### src/hw/wait_gen_pkg.sv
package wait_gen_pkg;

  // ************************************************************
  // register map and reset values
  // ************************************************************
  localparam logic [7:0] CFG_ADDR = 8'h28;
  localparam logic [7:0] CTL_ADDR = 8'h2b;
  localparam logic [15:0] CFG_RESET = 16'h7fff;
  localparam logic [15:0] CTL_RESET = 16'h0000;

  // ************************************************************
  // field positions
  // ************************************************************
  localparam int FIELD_W = 3;
  localparam int CNT_W = 4;
  localparam int IO_LSB = 12;
  localparam int DHI_LSB = 9;
  localparam int DLO_LSB = 6;
  localparam int PHI_LSB = 3;
  localparam int PLO_LSB = 0;
  localparam int RSEL_BIT = 15;
  localparam int DBL_BIT = 0;
  localparam int ADDR_W = 23;
  localparam int XPAGE_BIT = 22;
  localparam int HALF_BIT = 15;
  localparam logic [13:0] FIELDS_ZERO = 14'h0000;
  localparam logic [CNT_W-1:0] MAX_WAITS = 4'he;

  // ************************************************************
  // types
  // ************************************************************
  typedef enum logic [1:0] {
    SPACE_PROG = 2'h0,
    SPACE_DATA = 2'h1,
    SPACE_IO = 2'h2
  } space_e;

  typedef enum logic [1:0] {
    ST_IDLE = 2'h0,
    ST_WAIT = 2'h1,
    ST_CHK = 2'h3
  } wait_state_e;

  typedef struct packed {
    logic [7:0] addr;
    logic wr;
    logic rd;
    logic [15:0] wdata;
  } mmr_req_s;

  typedef struct packed {
    logic req;
    space_e space;
    logic [ADDR_W-1:0] addr;
  } access_req_s;

  typedef struct packed {
    wait_state_e st;
    logic [CNT_W-1:0] cnt;
    logic [15:0] cfg;
    logic dbl;
    logic [15:0] rdata;
    logic clk_en;
  } wsg_state_s;

endpackage : wait_gen_pkg
### src/hw/wait_gen.sv
`timescale 1ns/1ps

// What this block does
// RULE1: internal logic stretches each external cycle by up to fourteen waits.
// RULE2: ready input from external devices extends the cycle beyond that.
// RULE3: config bits 13-0 all zero turns off the wait generator clock enable, even with bit 14 of the I/O field set.
// RULE4: low fifteen config bits hold five three-bit wait counts.
// RULE5: doubler bit scales every base count by one or two.
// RULE6: every range field resets to seven waits.
// RULE7: bits 14-12 set waits for every I/O access.
// RULE8: bits 11-9 set waits for data addresses 8000-ffff.
// RULE9: bits 8-6 set waits for data addresses 0000-7fff.
// RULE10: bits 5-3 set upper program waits, decode chosen by range select.
// RULE11: bits 2-0 set lower program waits, decode chosen by range select.
// RULE12: config bit 15 is the range select, reset to zero.
// RULE13: control register holds doubler in bit 0, other bits read zero.
// RULE14: doubler clear keeps counts, set doubles them; reserved bits ignore writes.
// RULE15: each access decodes its range and holds scaled waits before ending.
module wait_gen (
  // clock and reset
  input wire logic clock,
  input wire logic rst_b,
  // memory-mapped register port
  input wire wait_gen_pkg::mmr_req_s mmr,
  output logic [15:0] mmr_rdata,
  // external access from the core
  input wire wait_gen_pkg::access_req_s acc,
  output logic acc_ready,
  output logic acc_done,
  output logic bus_hold,
  // external devices
  input wire logic ext_ready,
  // power
  output logic wait_clk_en
);

  // ************************************************************
  // range decode
  // ************************************************************

  // pick the base count for one access
  function automatic logic [2:0] base_waits(
    input logic [15:0] cfg,
    input wait_gen_pkg::space_e space,
    input logic [wait_gen_pkg::ADDR_W-1:0] addr
  );
    logic upper;
    upper = cfg[wait_gen_pkg::RSEL_BIT] ? addr[wait_gen_pkg::XPAGE_BIT]
                                       : addr[wait_gen_pkg::HALF_BIT]; // RULE12
    case (space)
      wait_gen_pkg::SPACE_IO: begin
        base_waits = cfg[wait_gen_pkg::IO_LSB +: 3]; // RULE7
      end
      wait_gen_pkg::SPACE_DATA: begin
        if (addr[wait_gen_pkg::HALF_BIT]) begin
          base_waits = cfg[wait_gen_pkg::DHI_LSB +: 3]; // RULE8
        end else begin
          base_waits = cfg[wait_gen_pkg::DLO_LSB +: 3]; // RULE9
        end
      end
      default: begin
        if (upper) begin
          base_waits = cfg[wait_gen_pkg::PHI_LSB +: 3]; // RULE10
        end else begin
          base_waits = cfg[wait_gen_pkg::PLO_LSB +: 3]; // RULE11
        end
      end
    endcase
  endfunction : base_waits

  // apply the doubler; widest result is 14
  function automatic logic [3:0] scaled(input logic [2:0] b,
                                        input logic dbl);
    scaled = dbl ? {b, 1'b0} : {1'b0, b}; // RULE5 RULE14
  endfunction : scaled

  // ************************************************************
  // state
  // ************************************************************
  wait_gen_pkg::wsg_state_s state_reg;
  wait_gen_pkg::wsg_state_s state_next;
  logic accept;
  logic [3:0] waits_now;
  logic fields_zero;

  // decode of the access presented this cycle
  assign waits_now = scaled(base_waits(state_reg.cfg, acc.space, acc.addr),
                            state_reg.dbl); // RULE15
  assign fields_zero = state_reg.cfg[13:0] == wait_gen_pkg::FIELDS_ZERO;
  assign accept = acc.req && state_reg.st == wait_gen_pkg::ST_IDLE;

  // handshake outputs from state; done is also gated by ext_ready
  assign acc_ready = state_reg.st == wait_gen_pkg::ST_IDLE;
  assign bus_hold = state_reg.st != wait_gen_pkg::ST_IDLE;
  assign acc_done = state_reg.st == wait_gen_pkg::ST_CHK && ext_ready; // RULE2
  assign mmr_rdata = state_reg.rdata;
  assign wait_clk_en = state_reg.clk_en;

  // next state: register port and wait sequencer
  always_comb begin
    state_next = state_reg;
    // gated when config bits 13-0 are zero, even if bit 14 still gives I/O waits
    state_next.clk_en = !fields_zero; // RULE3
    if (mmr.wr && mmr.addr == wait_gen_pkg::CFG_ADDR) begin
      state_next.cfg = mmr.wdata; // RULE4 RULE12
    end
    if (mmr.wr && mmr.addr == wait_gen_pkg::CTL_ADDR) begin
      // only bit 0 is stored; reserved bits never change
      state_next.dbl = mmr.wdata[wait_gen_pkg::DBL_BIT]; // RULE13 RULE14
    end
    if (mmr.rd) begin
      case (mmr.addr)
        wait_gen_pkg::CFG_ADDR: state_next.rdata = state_reg.cfg;
        wait_gen_pkg::CTL_ADDR: state_next.rdata = {15'h0000,
                                                    state_reg.dbl}; // RULE13
        default: state_next.rdata = 16'h0000;
      endcase
    end
    case (state_reg.st)
      wait_gen_pkg::ST_IDLE: begin
        if (accept && waits_now != 4'h0) begin
          state_next.st = wait_gen_pkg::ST_WAIT; // RULE15
          state_next.cnt = waits_now - 4'h1; // RULE1
        end else if (accept) begin
          state_next.st = wait_gen_pkg::ST_CHK;
        end
      end
      wait_gen_pkg::ST_WAIT: begin
        if (state_reg.cnt == 4'h0) begin
          state_next.st = wait_gen_pkg::ST_CHK;
        end else begin
          state_next.cnt = state_reg.cnt - 4'h1; // RULE1
        end
      end
      wait_gen_pkg::ST_CHK: begin
        // a slow device keeps the cycle open past the software count
        if (ext_ready) begin
          state_next.st = wait_gen_pkg::ST_IDLE; // RULE2
        end
      end
      default: begin
        state_next.st = wait_gen_pkg::ST_IDLE;
      end
    endcase
  end

  // registers; reset gives seven waits in every range
  always_ff @(posedge clock or negedge rst_b) begin
    if (!rst_b) begin
      state_reg.st <= wait_gen_pkg::ST_IDLE;
      state_reg.cnt <= 4'h0;
      state_reg.cfg <= wait_gen_pkg::CFG_RESET; // RULE6 RULE12
      state_reg.dbl <= wait_gen_pkg::CTL_RESET[0];
      state_reg.rdata <= 16'h0000;
      state_reg.clk_en <= 1'b1;
    end else begin
      state_reg <= state_next;
    end
  end

  // ************************************************************
  // checks
  // ************************************************************
  logic [3:0] held_reg;
  logic [3:0] seen_reg;
  logic up_reg;

  // helper: waits owed and waits spent for the current access
  always_ff @(posedge clock or negedge rst_b) begin
    if (!rst_b) begin
      held_reg <= 4'h0;
      seen_reg <= 4'h0;
      up_reg <= 1'b0;
    end else begin
      up_reg <= 1'b1;
      if (accept) begin
        held_reg <= waits_now;
        seen_reg <= 4'h0;
      end else if (state_reg.st == wait_gen_pkg::ST_WAIT) begin
        seen_reg <= seen_reg + 4'h1;
      end
    end
  end

  max_wait_a: assert property (@(posedge clock) disable iff (!rst_b) // RULE1
    state_reg.st == wait_gen_pkg::ST_WAIT |-> state_reg.cnt < 4'he)
    else $error("wait count beyond fourteen");

  wait_len_a: assert property (@(posedge clock) disable iff (!rst_b) // RULE15
    state_reg.st == wait_gen_pkg::ST_CHK &&
    $past(state_reg.st) != wait_gen_pkg::ST_CHK |-> seen_reg == held_reg)
    else $error("waits spent differ from waits owed");

  load_a: assert property (@(posedge clock) disable iff (!rst_b) // RULE5
    accept && waits_now != 4'h0 |=> state_reg.st == wait_gen_pkg::ST_WAIT
    && state_reg.cnt == $past(waits_now) - 4'h1)
    else $error("wait counter loaded wrong");

  ready_hold_a: assert property (@(posedge clock) disable iff (!rst_b) // RULE2
    state_reg.st == wait_gen_pkg::ST_CHK && !ext_ready |=>
    state_reg.st == wait_gen_pkg::ST_CHK && !$past(acc_done))
    else $error("cycle ended without ready");

  gate_off_a: assert property (@(posedge clock) disable iff (!rst_b) // RULE3
    fields_zero |=> !wait_clk_en)
    else $error("wait clock left on with zero fields");

  reset_cfg_a: assert property (@(posedge clock) disable iff (!rst_b) // RULE6
    !up_reg |-> state_reg.cfg == wait_gen_pkg::CFG_RESET && !state_reg.dbl)
    else $error("config not at reset value");

  ctl_read_a: assert property (@(posedge clock) disable iff (!rst_b) // RULE13
    mmr.rd && mmr.addr == wait_gen_pkg::CTL_ADDR |=>
    mmr_rdata == {15'h0000, $past(state_reg.dbl)})
    else $error("control read shows reserved bits");

  io_field_a: assert property (@(posedge clock) disable iff (!rst_b) // RULE7
    accept && acc.space == wait_gen_pkg::SPACE_IO && !state_reg.dbl |->
    waits_now == {1'b0, state_reg.cfg[14:12]})
    else $error("io access used wrong field");

  ext_hi_a: assert property (@(posedge clock) disable iff (!rst_b) // RULE10
    accept && acc.space == wait_gen_pkg::SPACE_PROG
    && state_reg.cfg[wait_gen_pkg::RSEL_BIT]
    && acc.addr[wait_gen_pkg::XPAGE_BIT] && state_reg.dbl |->
    waits_now == {state_reg.cfg[wait_gen_pkg::PHI_LSB +: 3], 1'b0})
    else $error("extended upper program decode wrong");

  // ************************************************************
  // range, register and handshake checks
  // ************************************************************

  // page-half decode while the range select is clear
  prog_hi_a: assert property (@(posedge clock) disable iff (!rst_b) // RULE10
    accept && acc.space == wait_gen_pkg::SPACE_PROG && !state_reg.dbl
    && !state_reg.cfg[wait_gen_pkg::RSEL_BIT]
    && acc.addr[wait_gen_pkg::HALF_BIT] |->
    waits_now == {1'b0, state_reg.cfg[wait_gen_pkg::PHI_LSB +: 3]})
    else $error("upper program decode wrong");

  prog_lo_a: assert property (@(posedge clock) disable iff (!rst_b) // RULE11
    accept && acc.space == wait_gen_pkg::SPACE_PROG && !state_reg.dbl
    && !state_reg.cfg[wait_gen_pkg::RSEL_BIT]
    && !acc.addr[wait_gen_pkg::HALF_BIT] |->
    waits_now == {1'b0, state_reg.cfg[wait_gen_pkg::PLO_LSB +: 3]})
    else $error("lower program decode wrong");

  // data space splits on the half bit whatever the range select says
  data_hi_a: assert property (@(posedge clock) disable iff (!rst_b) // RULE8
    accept && acc.space == wait_gen_pkg::SPACE_DATA && !state_reg.dbl
    && acc.addr[wait_gen_pkg::HALF_BIT] |->
    waits_now == {1'b0, state_reg.cfg[wait_gen_pkg::DHI_LSB +: 3]})
    else $error("upper data decode wrong");

  data_lo_a: assert property (@(posedge clock) disable iff (!rst_b) // RULE9
    accept && acc.space == wait_gen_pkg::SPACE_DATA && !state_reg.dbl
    && !acc.addr[wait_gen_pkg::HALF_BIT] |->
    waits_now == {1'b0, state_reg.cfg[wait_gen_pkg::DLO_LSB +: 3]})
    else $error("lower data decode wrong");

  // doubled count keeps the field in the upper three bits
  dbl_io_a: assert property (@(posedge clock) disable iff (!rst_b) // RULE14
    accept && acc.space == wait_gen_pkg::SPACE_IO && state_reg.dbl |->
    waits_now == {state_reg.cfg[wait_gen_pkg::IO_LSB +: 3], 1'b0})
    else $error("doubled io count wrong");

  // writes land whole in config, only bit 0 in control
  cfg_write_a: assert property (@(posedge clock) disable iff (!rst_b) // RULE4
    mmr.wr && mmr.addr == wait_gen_pkg::CFG_ADDR |=>
    state_reg.cfg == $past(mmr.wdata))
    else $error("config write lost");

  ctl_write_a: assert property (@(posedge clock) disable iff (!rst_b) // RULE14
    mmr.wr && mmr.addr == wait_gen_pkg::CTL_ADDR |=>
    state_reg.dbl == $past(mmr.wdata[wait_gen_pkg::DBL_BIT]))
    else $error("doubler write lost");

  cfg_read_a: assert property (@(posedge clock) disable iff (!rst_b) // RULE12
    mmr.rd && mmr.addr == wait_gen_pkg::CFG_ADDR |=>
    mmr_rdata == $past(state_reg.cfg))
    else $error("config read wrong");

  // the cycle ends once and hands the bus back
  done_idle_a: assert property (@(posedge clock) disable iff (!rst_b) // RULE15
    acc_done |=> acc_ready && !bus_hold)
    else $error("bus still held after done");

  // a slow device keeps the bus held, never released early
  stall_hold_a: assert property (@(posedge clock) disable iff (!rst_b) // RULE2
    state_reg.st == wait_gen_pkg::ST_CHK && !ext_ready |=> bus_hold)
    else $error("bus released while device not ready");

  clk_on_a: assert property (@(posedge clock) disable iff (!rst_b) // RULE3
    !fields_zero |=> wait_clk_en)
    else $error("wait clock left off with a nonzero field");

  // main scenarios: zero wait, longest wait, stall, doubling, wide decode
  zero_cv: cover property (@(posedge clock) disable iff (!rst_b)
    accept && waits_now == 4'h0 ##1 acc_done);
  max_cv: cover property (@(posedge clock) disable iff (!rst_b)
    accept && waits_now == wait_gen_pkg::MAX_WAITS);
  stall_cv: cover property (@(posedge clock) disable iff (!rst_b)
    state_reg.st == wait_gen_pkg::ST_CHK && !ext_ready [*3] ##1 acc_done);
  dbl_cv: cover property (@(posedge clock) disable iff (!rst_b)
    accept && state_reg.dbl && waits_now != 4'h0);
  sel_cv: cover property (@(posedge clock) disable iff (!rst_b)
    accept && acc.space == wait_gen_pkg::SPACE_PROG
    && state_reg.cfg[wait_gen_pkg::RSEL_BIT]);

endmodule : wait_gen

### config.mk
export PLATFORM = sky130hd
export DESIGN_NAME = wait_gen
export DESIGN_NICKNAME = d
export VERILOG_FILES = /design/src/hw/wait_gen_pkg.sv /design/src/hw/wait_gen.sv
export SDC_FILE = /design/constraint.sdc
export NUM_CORES = 1
export LEC_CHECK = 0
export BUFFER_PORTS_ARGS = -buffer_cell sky130_fd_sc_hd__buf_2
export CORE_MARGIN = 4
export CORE_UTILIZATION = 30
export CTS_CLUSTER_SIZE = 28
export DETAILED_ROUTE_END_ITERATION = 16
export GPL_TIMING_DRIVEN = 0
export PLACE_DENSITY_LB_ADDON = 0.25
export SYNTH_ARGS = -nofsm -noshare
export SYNTH_HDL_FRONTEND = slang
export SYNTH_SLANG_ARGS = --single-unit
### constraint.sdc
create_clock -name clock -period 4.2 [get_ports clock]
set_input_delay 0.42 -clock clock [delete_from_list [all_inputs] [get_ports clock]]
set_output_delay 0.42 -clock clock [all_outputs]
set_load 0.01 [all_outputs]
-- Word level (Yosys, flattened, before mapping)
Cells that the tools add are included.
- logic and storage cells: 47
- register bits after elaboration: 40
- output and inout port bits: 20
- input bits: 55
- reduce and logical (&&, ||, !) cells: 14
- multiplexer cells: 14
- $add $sub $neg: 2
- eq/ne operators: 11
- operator list (operator ; count):
    one-hot mux 16 bit (2 select lines) ; 1
    equality test 8 x 6 -> 1 bit (second input constant) ; 2
    zero test 14 bit ; 1
    two-way mux 4 bit ; 3
    two-way mux 2 bit ; 4
    one-hot mux 4 bit (2 select lines) ; 1
    subtractor 4 x 1 -> 4 bit (second input constant) ; 2
    two-way mux 3 bit ; 2
    != test 2 bit (second input constant) ; 3
    one-hot mux 2 bit (3 select lines) ; 1
    one-hot mux 3 bit (2 select lines) ; 1
    AND reduction 3 bit ; 2
    logical AND 1 bit ; 5
    equality test 2 x 1 -> 1 bit (second input constant) ; 2
    equality test 2 bit (second input constant) ; 2
    zero test 4 bit ; 1
    nonzero test 2 bit ; 2
    nonzero test 4 bit ; 1
    != test 3 x 1 -> 1 bit (second input constant) ; 1
    zero test 2 bit ; 1
    != test 2 x 1 -> 1 bit (second input constant) ; 1
    zero test 1 bit ; 1
    two-way mux 1 bit ; 1

-- Depth between registers and ports, before layout
Gate-level depths: netlist of run 1.
- depth after elaboration: 8
- depth in mapped cells: 13
- mapped depth without buffers: 13

-- Worst setup path before layout of run 1
Ideal clock, no wire load.
- kind: input to register
- start: input port acc[23] (netlist name)
- end: register state_reg[36] (netlist name)
- path slack: 1774 ps
- cell stages on the path: 11
- data required time: 4099 ps
- arrival: 2326 ps
- setup time: 101 ps
- buffers on the path: 1
- cells stage by stage: inv_1 > ha_1 > clkbuf_1 > a221oi_1 > a21oi_1 > and3_1 > a21oi_1 > ha_1 > inv_1 > a2111o_1 > o311ai_2
- word-level cells in the longest chain between the ends: 7
- RTL lines (element ; line ; text):
    start, declared ; wait_gen.sv:27 ; input wire wait_gen_pkg::access_req_s acc,
    equality test 2 x 1 -> 1 bit or equality test 2 bit (tied branches) ; wait_gen.sv:50 ; case (space)
    one-hot mux 3 bit (2 select lines) * ; wait_gen.sv:50 ;
    two-way mux 4 bit * ; wait_gen.sv:74 ; scaled = dbl ? {b, 1'b0} : {1'b0, b};
    parallel branches: the longest is 4 deep, another holds subtractor 4 x 1 -> 4 bit ; - ;
    end signal, assigned ; wait_gen.sv:157 ; state_reg <= state_next;
    end, declared ; wait_gen.sv:80 ; wait_gen_pkg::wsg_state_s state_reg;
Mark *: on every way between the ends. The select of a mux whose other input is x is not followed.
A chain may end at the register's enable or synchronous reset.

-- Worst setup path after layout of run 1
Same ends and word-level chain as after synthesis.

==> results of run 1 <==
[critical path, cell delays in order]
cell	delay, ns
buf_2	0.09
inv_1	0.04
ha_1	0.30
clkbuf_1	0.22
a221oi_1	0.47
a21oi_1	0.13
and3_1	0.23
a21oi_1	0.12
ha_1	0.21
inv_1	0.07
nor3_1	0.17
o21ai_0	0.12
o311ai_2	0.08
[report_power, final]
part | switching (W) | leakage (nW) | internal, W
clock | 0.000131 | 0.0552 | 0.000176
sequential | 0.0000415 | 0.487 | 0.000437
combinational | 0.000167 | 0.727 | 0.000134
total | 0.000339 | 1.27 | 0.000747
[layout make-up]
| type | count | area [µm²] | area share |
|---|---|---|---|
| clock buffers | 6 | 72.6 | 0.0269 |
| flip-flops and latches | 40 | 1020 | 0.379 |
| clock inverters | 2 | 35.0 | 0.0130 |
| repair buffers | 53 | 265 | 0.0985 |
| inverters | 27 | 101 | 0.0376 |
| well taps | 96 | 120 | 0.0446 |
| multi-input cells | 129 | 926 | 0.344 |
| plain buffers | 22 | 153 | 0.0567 |
[cell usage after synthesis, types with 2 or more instances]
| master | count |
|---|---|
| buf_4 | 16 |
| and3_1 | 3 |
| inv_1 | 26 |
| nand3_1 | 2 |
| clkbuf_1 | 3 |
| mux2i_1 | 4 |
| dfrtp_1 | 24 |
| a221oi_1 | 2 |
| buf_2 | 2 |
| a211oi_2 | 2 |
| dfstp_2 | 16 |
| a21oi_1 | 11 |
| ha_1 | 3 |
| nand4_1 | 2 |
| nor4_1 | 4 |
| mux2_2 | 21 |
| nand2_1 | 23 |
| o21ai_0 | 19 |
| nor3_1 | 4 |
| nor3b_1 | 2 |
| nand2b_1 | 2 |
| nor2_1 | 6 |
[kinds of logic (layout without fill, tap and decap cells)]
group	Yosys count	in the layout	synth area share
AO/OA/AOI/OAI	46	46	0.140
AND/OR/NAND/NOR	53	53	0.122
buffers and inverters	49	110	0.115
adder cells (fa/ha/maj)	3	3	0.0171
multiplexers	27	27	0.142
flip-flops	40	40	0.464
[per-layer routing]
metal / share of wire / GRT usage
met5: 0 / 0
met4: 0.012 / 0.0373
met3: 0.045 / 0.0304
met2: 0.49 / 0.192
met1: 0.45 / 0.144
[stage by stage]
step                      hold slack (ns)  instance area (µm²)  worst slack [ns]  std cells
after CTS                           0.276                 2690              1.71        375
after detailed placement            0.516                 2590              1.41        367
after global placement              0.511                 2590              1.41        367
final                               0.251                 2690              1.71        375
after global routing                0.315                 2690              1.46        375
after floorplan                     0.124                 2200              1.77        218
[worst max path at each step]
stage	cells past startpoint	endpoint
2_1_floorplan	11	state_reg[36]$_DFFE_PN0P_
3_3_place_gp	12	state_reg[36]$_DFFE_PN0P_
3_5_place_dp	12	state_reg[36]$_DFFE_PN0P_
4_1_cts	12	state_reg[36]$_DFFE_PN0P_
5_1_grt	13	state_reg[36]$_DFFE_PN0P_
6_report	13	state_reg[36]$_DFFE_PN0P_
==> metrics.txt, run 1 <==
cts repair resizes 0; Total Die Area 8770 µm²; vias per cell 4.51; final setup TNS 0 ns; die extent in y 93.7 µm; Clk Latency, worst-skew pair 0.29 ns; Setup crit end kind flip-flop; GP Congestion 0.790; Power Total 0.00109 W; Buffers on Ports 53; Unique masters post-synth 43; first-pass GRT wire length 7980 µm; # DRC 0; ys flop type dfrtp_1; r2r worst-path depth 11; Post-DRT Antenna Nets 0; crit share post-route 0.592; clk sinks 40; layout cell share with drive strength beyond 1 0.452; top post-synthesis cells by area dfrtp_1 27%, dfstp_2 19%, mux2_2 11%, buf_4 5.5%, inv_1 4.4%; most common cell after layout, fill and taps aside buf_2; peak supply drop 0.140 mV; fill count 703; DR vias 1690; critical path class in -> reg; final hold violations 0; Core ar. 6940 µm²; actual slew at the worst max-slew pin 0.895 ns; synthesized flop and latch total 40; pwr/cell area 403 nW/µm²; Row Count 30; Final Max Slew Viols 0; cts bufs inserted 5; syn_nets 276; Area Overhead vs Synth 22.4%; r2r endpoint state_reg[36]$_DFFE_PN0P_; final setup violation count 0; H-tree lvl count 2; Arr. time, crit path 2.68 ns; total grt overflow 0; Ports 75; crit-path max FO 10; post-DP HPWL 3660 µm; HP Class in -> async; DRT Pass-1 Iters 4; Startpoint Class input port; reg-to-reg slack, setup 1.84 ns; Die Width 93.7 µm; Clock Skew 0.00889 ns; initial antenna violation count 0; vias in the first global route 1639; ant diodes 0; Clock Pin Slew Worst Setup and Hold Paths 0.08 ns; Layout Utilization 0.388; max reg flops 23; wire per inst 12.7 µm; dominant cell type by area after synthesis dfrtp_1; unrepaired setup endpoints after global routing no; Initial Util 0.317; EDFF count, synth 0; headroom to the max-slew limit 0.404; cell count after synthesis 218; r2r startpoint state_reg[33]$_DFFE_PN0P_; Fmax 0.402 GHz; Post-Syn Area 2200 µm²; most frequent cells in the layout 55 x buf_2, 26 x inv_1, 24 x dfrtp_1; sequential fraction of the synthesis area 0.464; DR iter-0 viols 54; final wirelength 4760 µm; Leakage 1.27 nW; Max-Cap Viols 0; status completed; clock buffer depth 2; post-synth top area share 0.273; Final #Nets 336; Tmin final 2.49 ns; hold buffer count at cts 0; largest net degree at the start of global routing 41; TritonCTS clock tree yes; CTS root buffer clkbuf_8; synthesized area per cell 10.1 µm²; ys async rst share 1.00; Yosys warning total 0; gr usage total 0.115; Post-CTS Setup Bufs 0; Req. time, crit path 4.39 ns; crit path from acc[23]
Power figures use the tool's default switching activity.
==> run 2: changes to the inputs <==
--- a/config.mk
+++ b/config.mk
@@ -5,6 +5,7 @@
 export SDC_FILE = /design/constraint.sdc
 export NUM_CORES = 1
 export LEC_CHECK = 0
+export ABC_AREA = 1
 export BUFFER_PORTS_ARGS = -buffer_cell sky130_fd_sc_hd__buf_2
 export CORE_MARGIN = 4
 export CORE_UTILIZATION = 30
==> constraint.sdc (replaced) <==
create_clock -name clock -period 2.05 [get_ports clock]
set_input_delay 0.205 -clock clock [delete_from_list [all_inputs] [get_ports clock]]
set_output_delay 0.205 -clock clock [all_outputs]
set_load 0.01 [all_outputs]
==> run 2 against run 1 <==
Effect of this change: synthesized cell count rose by 14%; flip-flop and latch count did not move; total power rose by 100%; count of clock-buffer cells in the layout unchanged; worst setup slack worse by 1.4 ns; sequential share of layout area grew 1.3 points; critical endpoint unchanged.
==> metrics.txt, run 2 <==
status completed; fill count 753 (+7.1%); post-synth top area share 0.284 (+0.0110); design area 2600 µm² (-3.3%); final wirelength 4920 µm (+3.3%); Leakage 1.34 nW (+5.4%); reg-to-reg slack, setup 0.27 ns (-1.57 ns); gr usage total 0.125 (+0.0101); DR vias 1771 (+4.8%); Arr. time, crit path 2.00 ns (-0.68 ns); Area Overhead vs Synth 23.1%; Die Width 92.0 µm (-1.8%); Worst setup endpoint state_reg[36]$_DFFE_PN0P_; Clk Latency, worst-skew pair 0.29 ns (about the same); sequential fraction of the synthesis area 0.483 (+0.0187); Clock Skew 0.00564 ns (-0.00325 ns); NetSw 0.000699 W (+110%); ys async rst share 1.00 (unchanged); unrepaired setup endpoints after global routing no; max reg flops 23 (unchanged); peak supply drop 0.418 mV (+200%); Clk pwr share 0.293 (+0.010); Req. time, crit path 2.27 ns (-2.12 ns); synth cell count leaders 51 x nand2_1, 28 x nor2_1, 26 x inv_1, 24 x dfrtp_1, 20 x nand3_1; Tmin final 1.78 ns; clock buffer depth 2 (unchanged); most frequent cell after synthesis nand2_1; Yosys warning total 0 (unchanged); crit-path max FO 3 (-7); cts repair resizes 0 (unchanged); vias in the first global route 1825 (+11%); cell count after synthesis 249 (+14%); final hold violations 0 (unchanged); sequential power share 0.437 (-0.003); post-DP HPWL 3900 µm (+6.5%); critical path class reg -> reg; synthesized area per cell 8.50 µm² (-16%); final setup violation count 0 (unchanged); Clock Pin Slew Worst Setup and Hold Paths 0.07 ns (about the same); CTS root buffer clkbuf_8; DR iter-0 viols 112 (+110%); Max-Cap Viols 0 (unchanged); Post-CTS Setup Bufs 0 (unchanged); Initial Util 0.310 (-0.00723); crit share post-route 0.868; clk sinks 40 (unchanged); Ports 75 (unchanged); pwr/cell area 834 nW/µm² (+110%); r2r endpoint state_reg[36]$_DFFE_PN0P_; ant diodes 0 (unchanged); Total Die Area 8460 µm² (-3.5%); Fmax 0.562 GHz; layout cell share with drive strength beyond 1 0.337 (-0.115); most common cell after layout, fill and taps aside buf_2; initial antenna violation count 0 (unchanged); GP Congestion 0.852 (+7.7%); # DRC 0 (unchanged); H-tree lvl count 2 (unchanged); switching share of power 0.322 (+0.00991); headroom to the max-slew limit 0.401 (-0.00238); final cell count without fillers 405 (+8.0%); Post-Syn Area 2120 µm² (-3.9%); DRT Pass-1 Iters 4 (unchanged); top post-synthesis cells by area dfrtp_1 28%, dfstp_2 20%, nand2_1 9.0%, buf_4 5.7%, nor2_1 5.0%; crit path from state_reg[24]$_DFFE_PN1P_; most frequent cells in the layout 53 x buf_2, 51 x nand2_1, 28 x nor2_1; Post-DRT Antenna Nets 0 (unchanged); TritonCTS clock tree yes; HP Class in -> async; Post-DP Area 2500 µm² (-3.5%); syn_nets 307 (+11%); wire per inst 12.1 µm (-4.3%); r2r worst-path depth 8 (-3); Setup crit end kind flip-flop; die extent in y 92.0 µm (-1.8%); hold buffer count at cts 0 (unchanged); Unique masters post-synth 27 (-37%); Layout Utilization 0.381 (-0.00679); r2r startpoint state_reg[24]$_DFFE_PN1P_; final setup TNS 0 ns (unchanged); Final #Nets 366 (+8.9%); # placed instances 397 (+8.2%); Startpoint Class flip-flop; DP Worst Slack 0.226 ns (-1.18 ns); FF/Latch Area 1020 µm² (unchanged); dominant cell type by area after synthesis dfrtp_1; Final Max Slew Viols 0 (unchanged); largest net degree at the start of global routing 41 (unchanged); Core ar. 6830 µm² (-1.6%); ys flop type dfrtp_1; vias per cell 4.37 (-3.0%); Logic pwr share 0.270 (-0.007); total grt overflow 0 (unchanged); EDFF count, synth 0 (unchanged); Setup WS post-layout 0.270 ns (-1.44 ns); actual slew at the worst max-slew pin 0.898 ns (+0.00357 ns); first-pass GRT wire length 8450 µm (+6.0%); Row Count 30 (unchanged); Buffers on Ports 52 (-1.9%); internal power 0.00147 W (+97%); multi-input gate area in the final layout 846 µm² (-8.6%); synthesized flop and latch total 40 (unchanged); cts bufs inserted 5 (unchanged)
run 2: cell count changes after synthesis, sizes merged, moves of 3 or more:
cell,before,now
nand2,23,51
nor2,7,29
nand3,3,21
mux2,21,7
o31ai,1,8
mux2i,5,0
o21ai,19,14
a21oi,11,14
nor3b,3,0
run 2: worst min-delay path by stage:
stage | to | depth (start not counted)
global route | mmr_rdata[2]$_DFFE_PN0P_ | 1
detailed placement | mmr_rdata[2]$_DFFE_PN0P_ | 1
floorplan | mmr_rdata[0]$_DFFE_PN0P_ | 0
CTS | mmr_rdata[2]$_DFFE_PN0P_ | 1
finish | mmr_rdata[2]$_DFFE_PN0P_ | 1
global placement | mmr_rdata[2]$_DFFE_PN0P_ | 1
run 2: kinds of logic (layout without fill, tap and decap cells):
group / count (synthesis) / after routing / synth area share
adder cells (fa/ha/maj): 3 / 3 / 0.0177
AND/OR/NAND/NOR: 111 / 111 / 0.234
AO/OA/AOI/OAI: 39 / 39 / 0.103
flip-flops: 40 / 40 / 0.483
XOR/XNOR: 1 / 1 / 0.00414
buffers and inverters: 48 / 108 / 0.118
multiplexers: 7 / 7 / 0.0408
run 2: layout make-up:
cell class	count	share of cell area
clock buffer	6	0.0279
buffer	22	0.0581
sequential	40	0.392
clock inverter	2	0.0135
inverter	26	0.0375
multi-input combinational	161	0.325
timing repair buffer	52	0.100
tap	96	0.0461
run 2: power by group through the flow:
stage / sequential (W) / combinational, W / clock (W)
4_1_cts: 0.000948 / 0.000600 / 0.000658
6_report: 0.000948 / 0.000587 / 0.000635
5_1_grt: 0.000959 / 0.000695 / 0.000681
2_1_floorplan: 0.000941 / 0.000441 / 0
3_5_place_dp: 0.000962 / 0.000598 / 0
3_3_place_gp: 0.000962 / 0.000585 / 0
run 2: metal layers:
layer | share of wire | routed length, µm | vias to the layer above | track usage
li1 | - | - | 922 | -
met4 | 0.012 | 60 | 0 | 0.0396
met5 | 0 | 0 | - | 0
met3 | 0.055 | 270 | 6 | 0.0369
met1 | 0.45 | 2240 | 804 | 0.150
met2 | 0.48 | 2350 | 39 | 0.215
run 2: through the flow:
step | hold slack [ns] | total power [W]
2_1_floorplan | -0.0906 | 0.00138
3_3_place_gp | 0.380 | 0.00155
4_1_cts | 0.0658 | 0.00221
5_1_grt | 0.118 | 0.00233
3_5_place_dp | 0.388 | 0.00156
6_report | 0.0318 | 0.00217
run 2: critical path, stage by stage (launching register included):
cell	delay (ns)
dfstp_2	0.55
o21ai_0	0.07
o21ai_0	0.30
nand3_1	0.13
nand2_1	0.12
inv_1	0.05
ha_1	0.20
xor2_1	0.16
a21oi_1	0.14
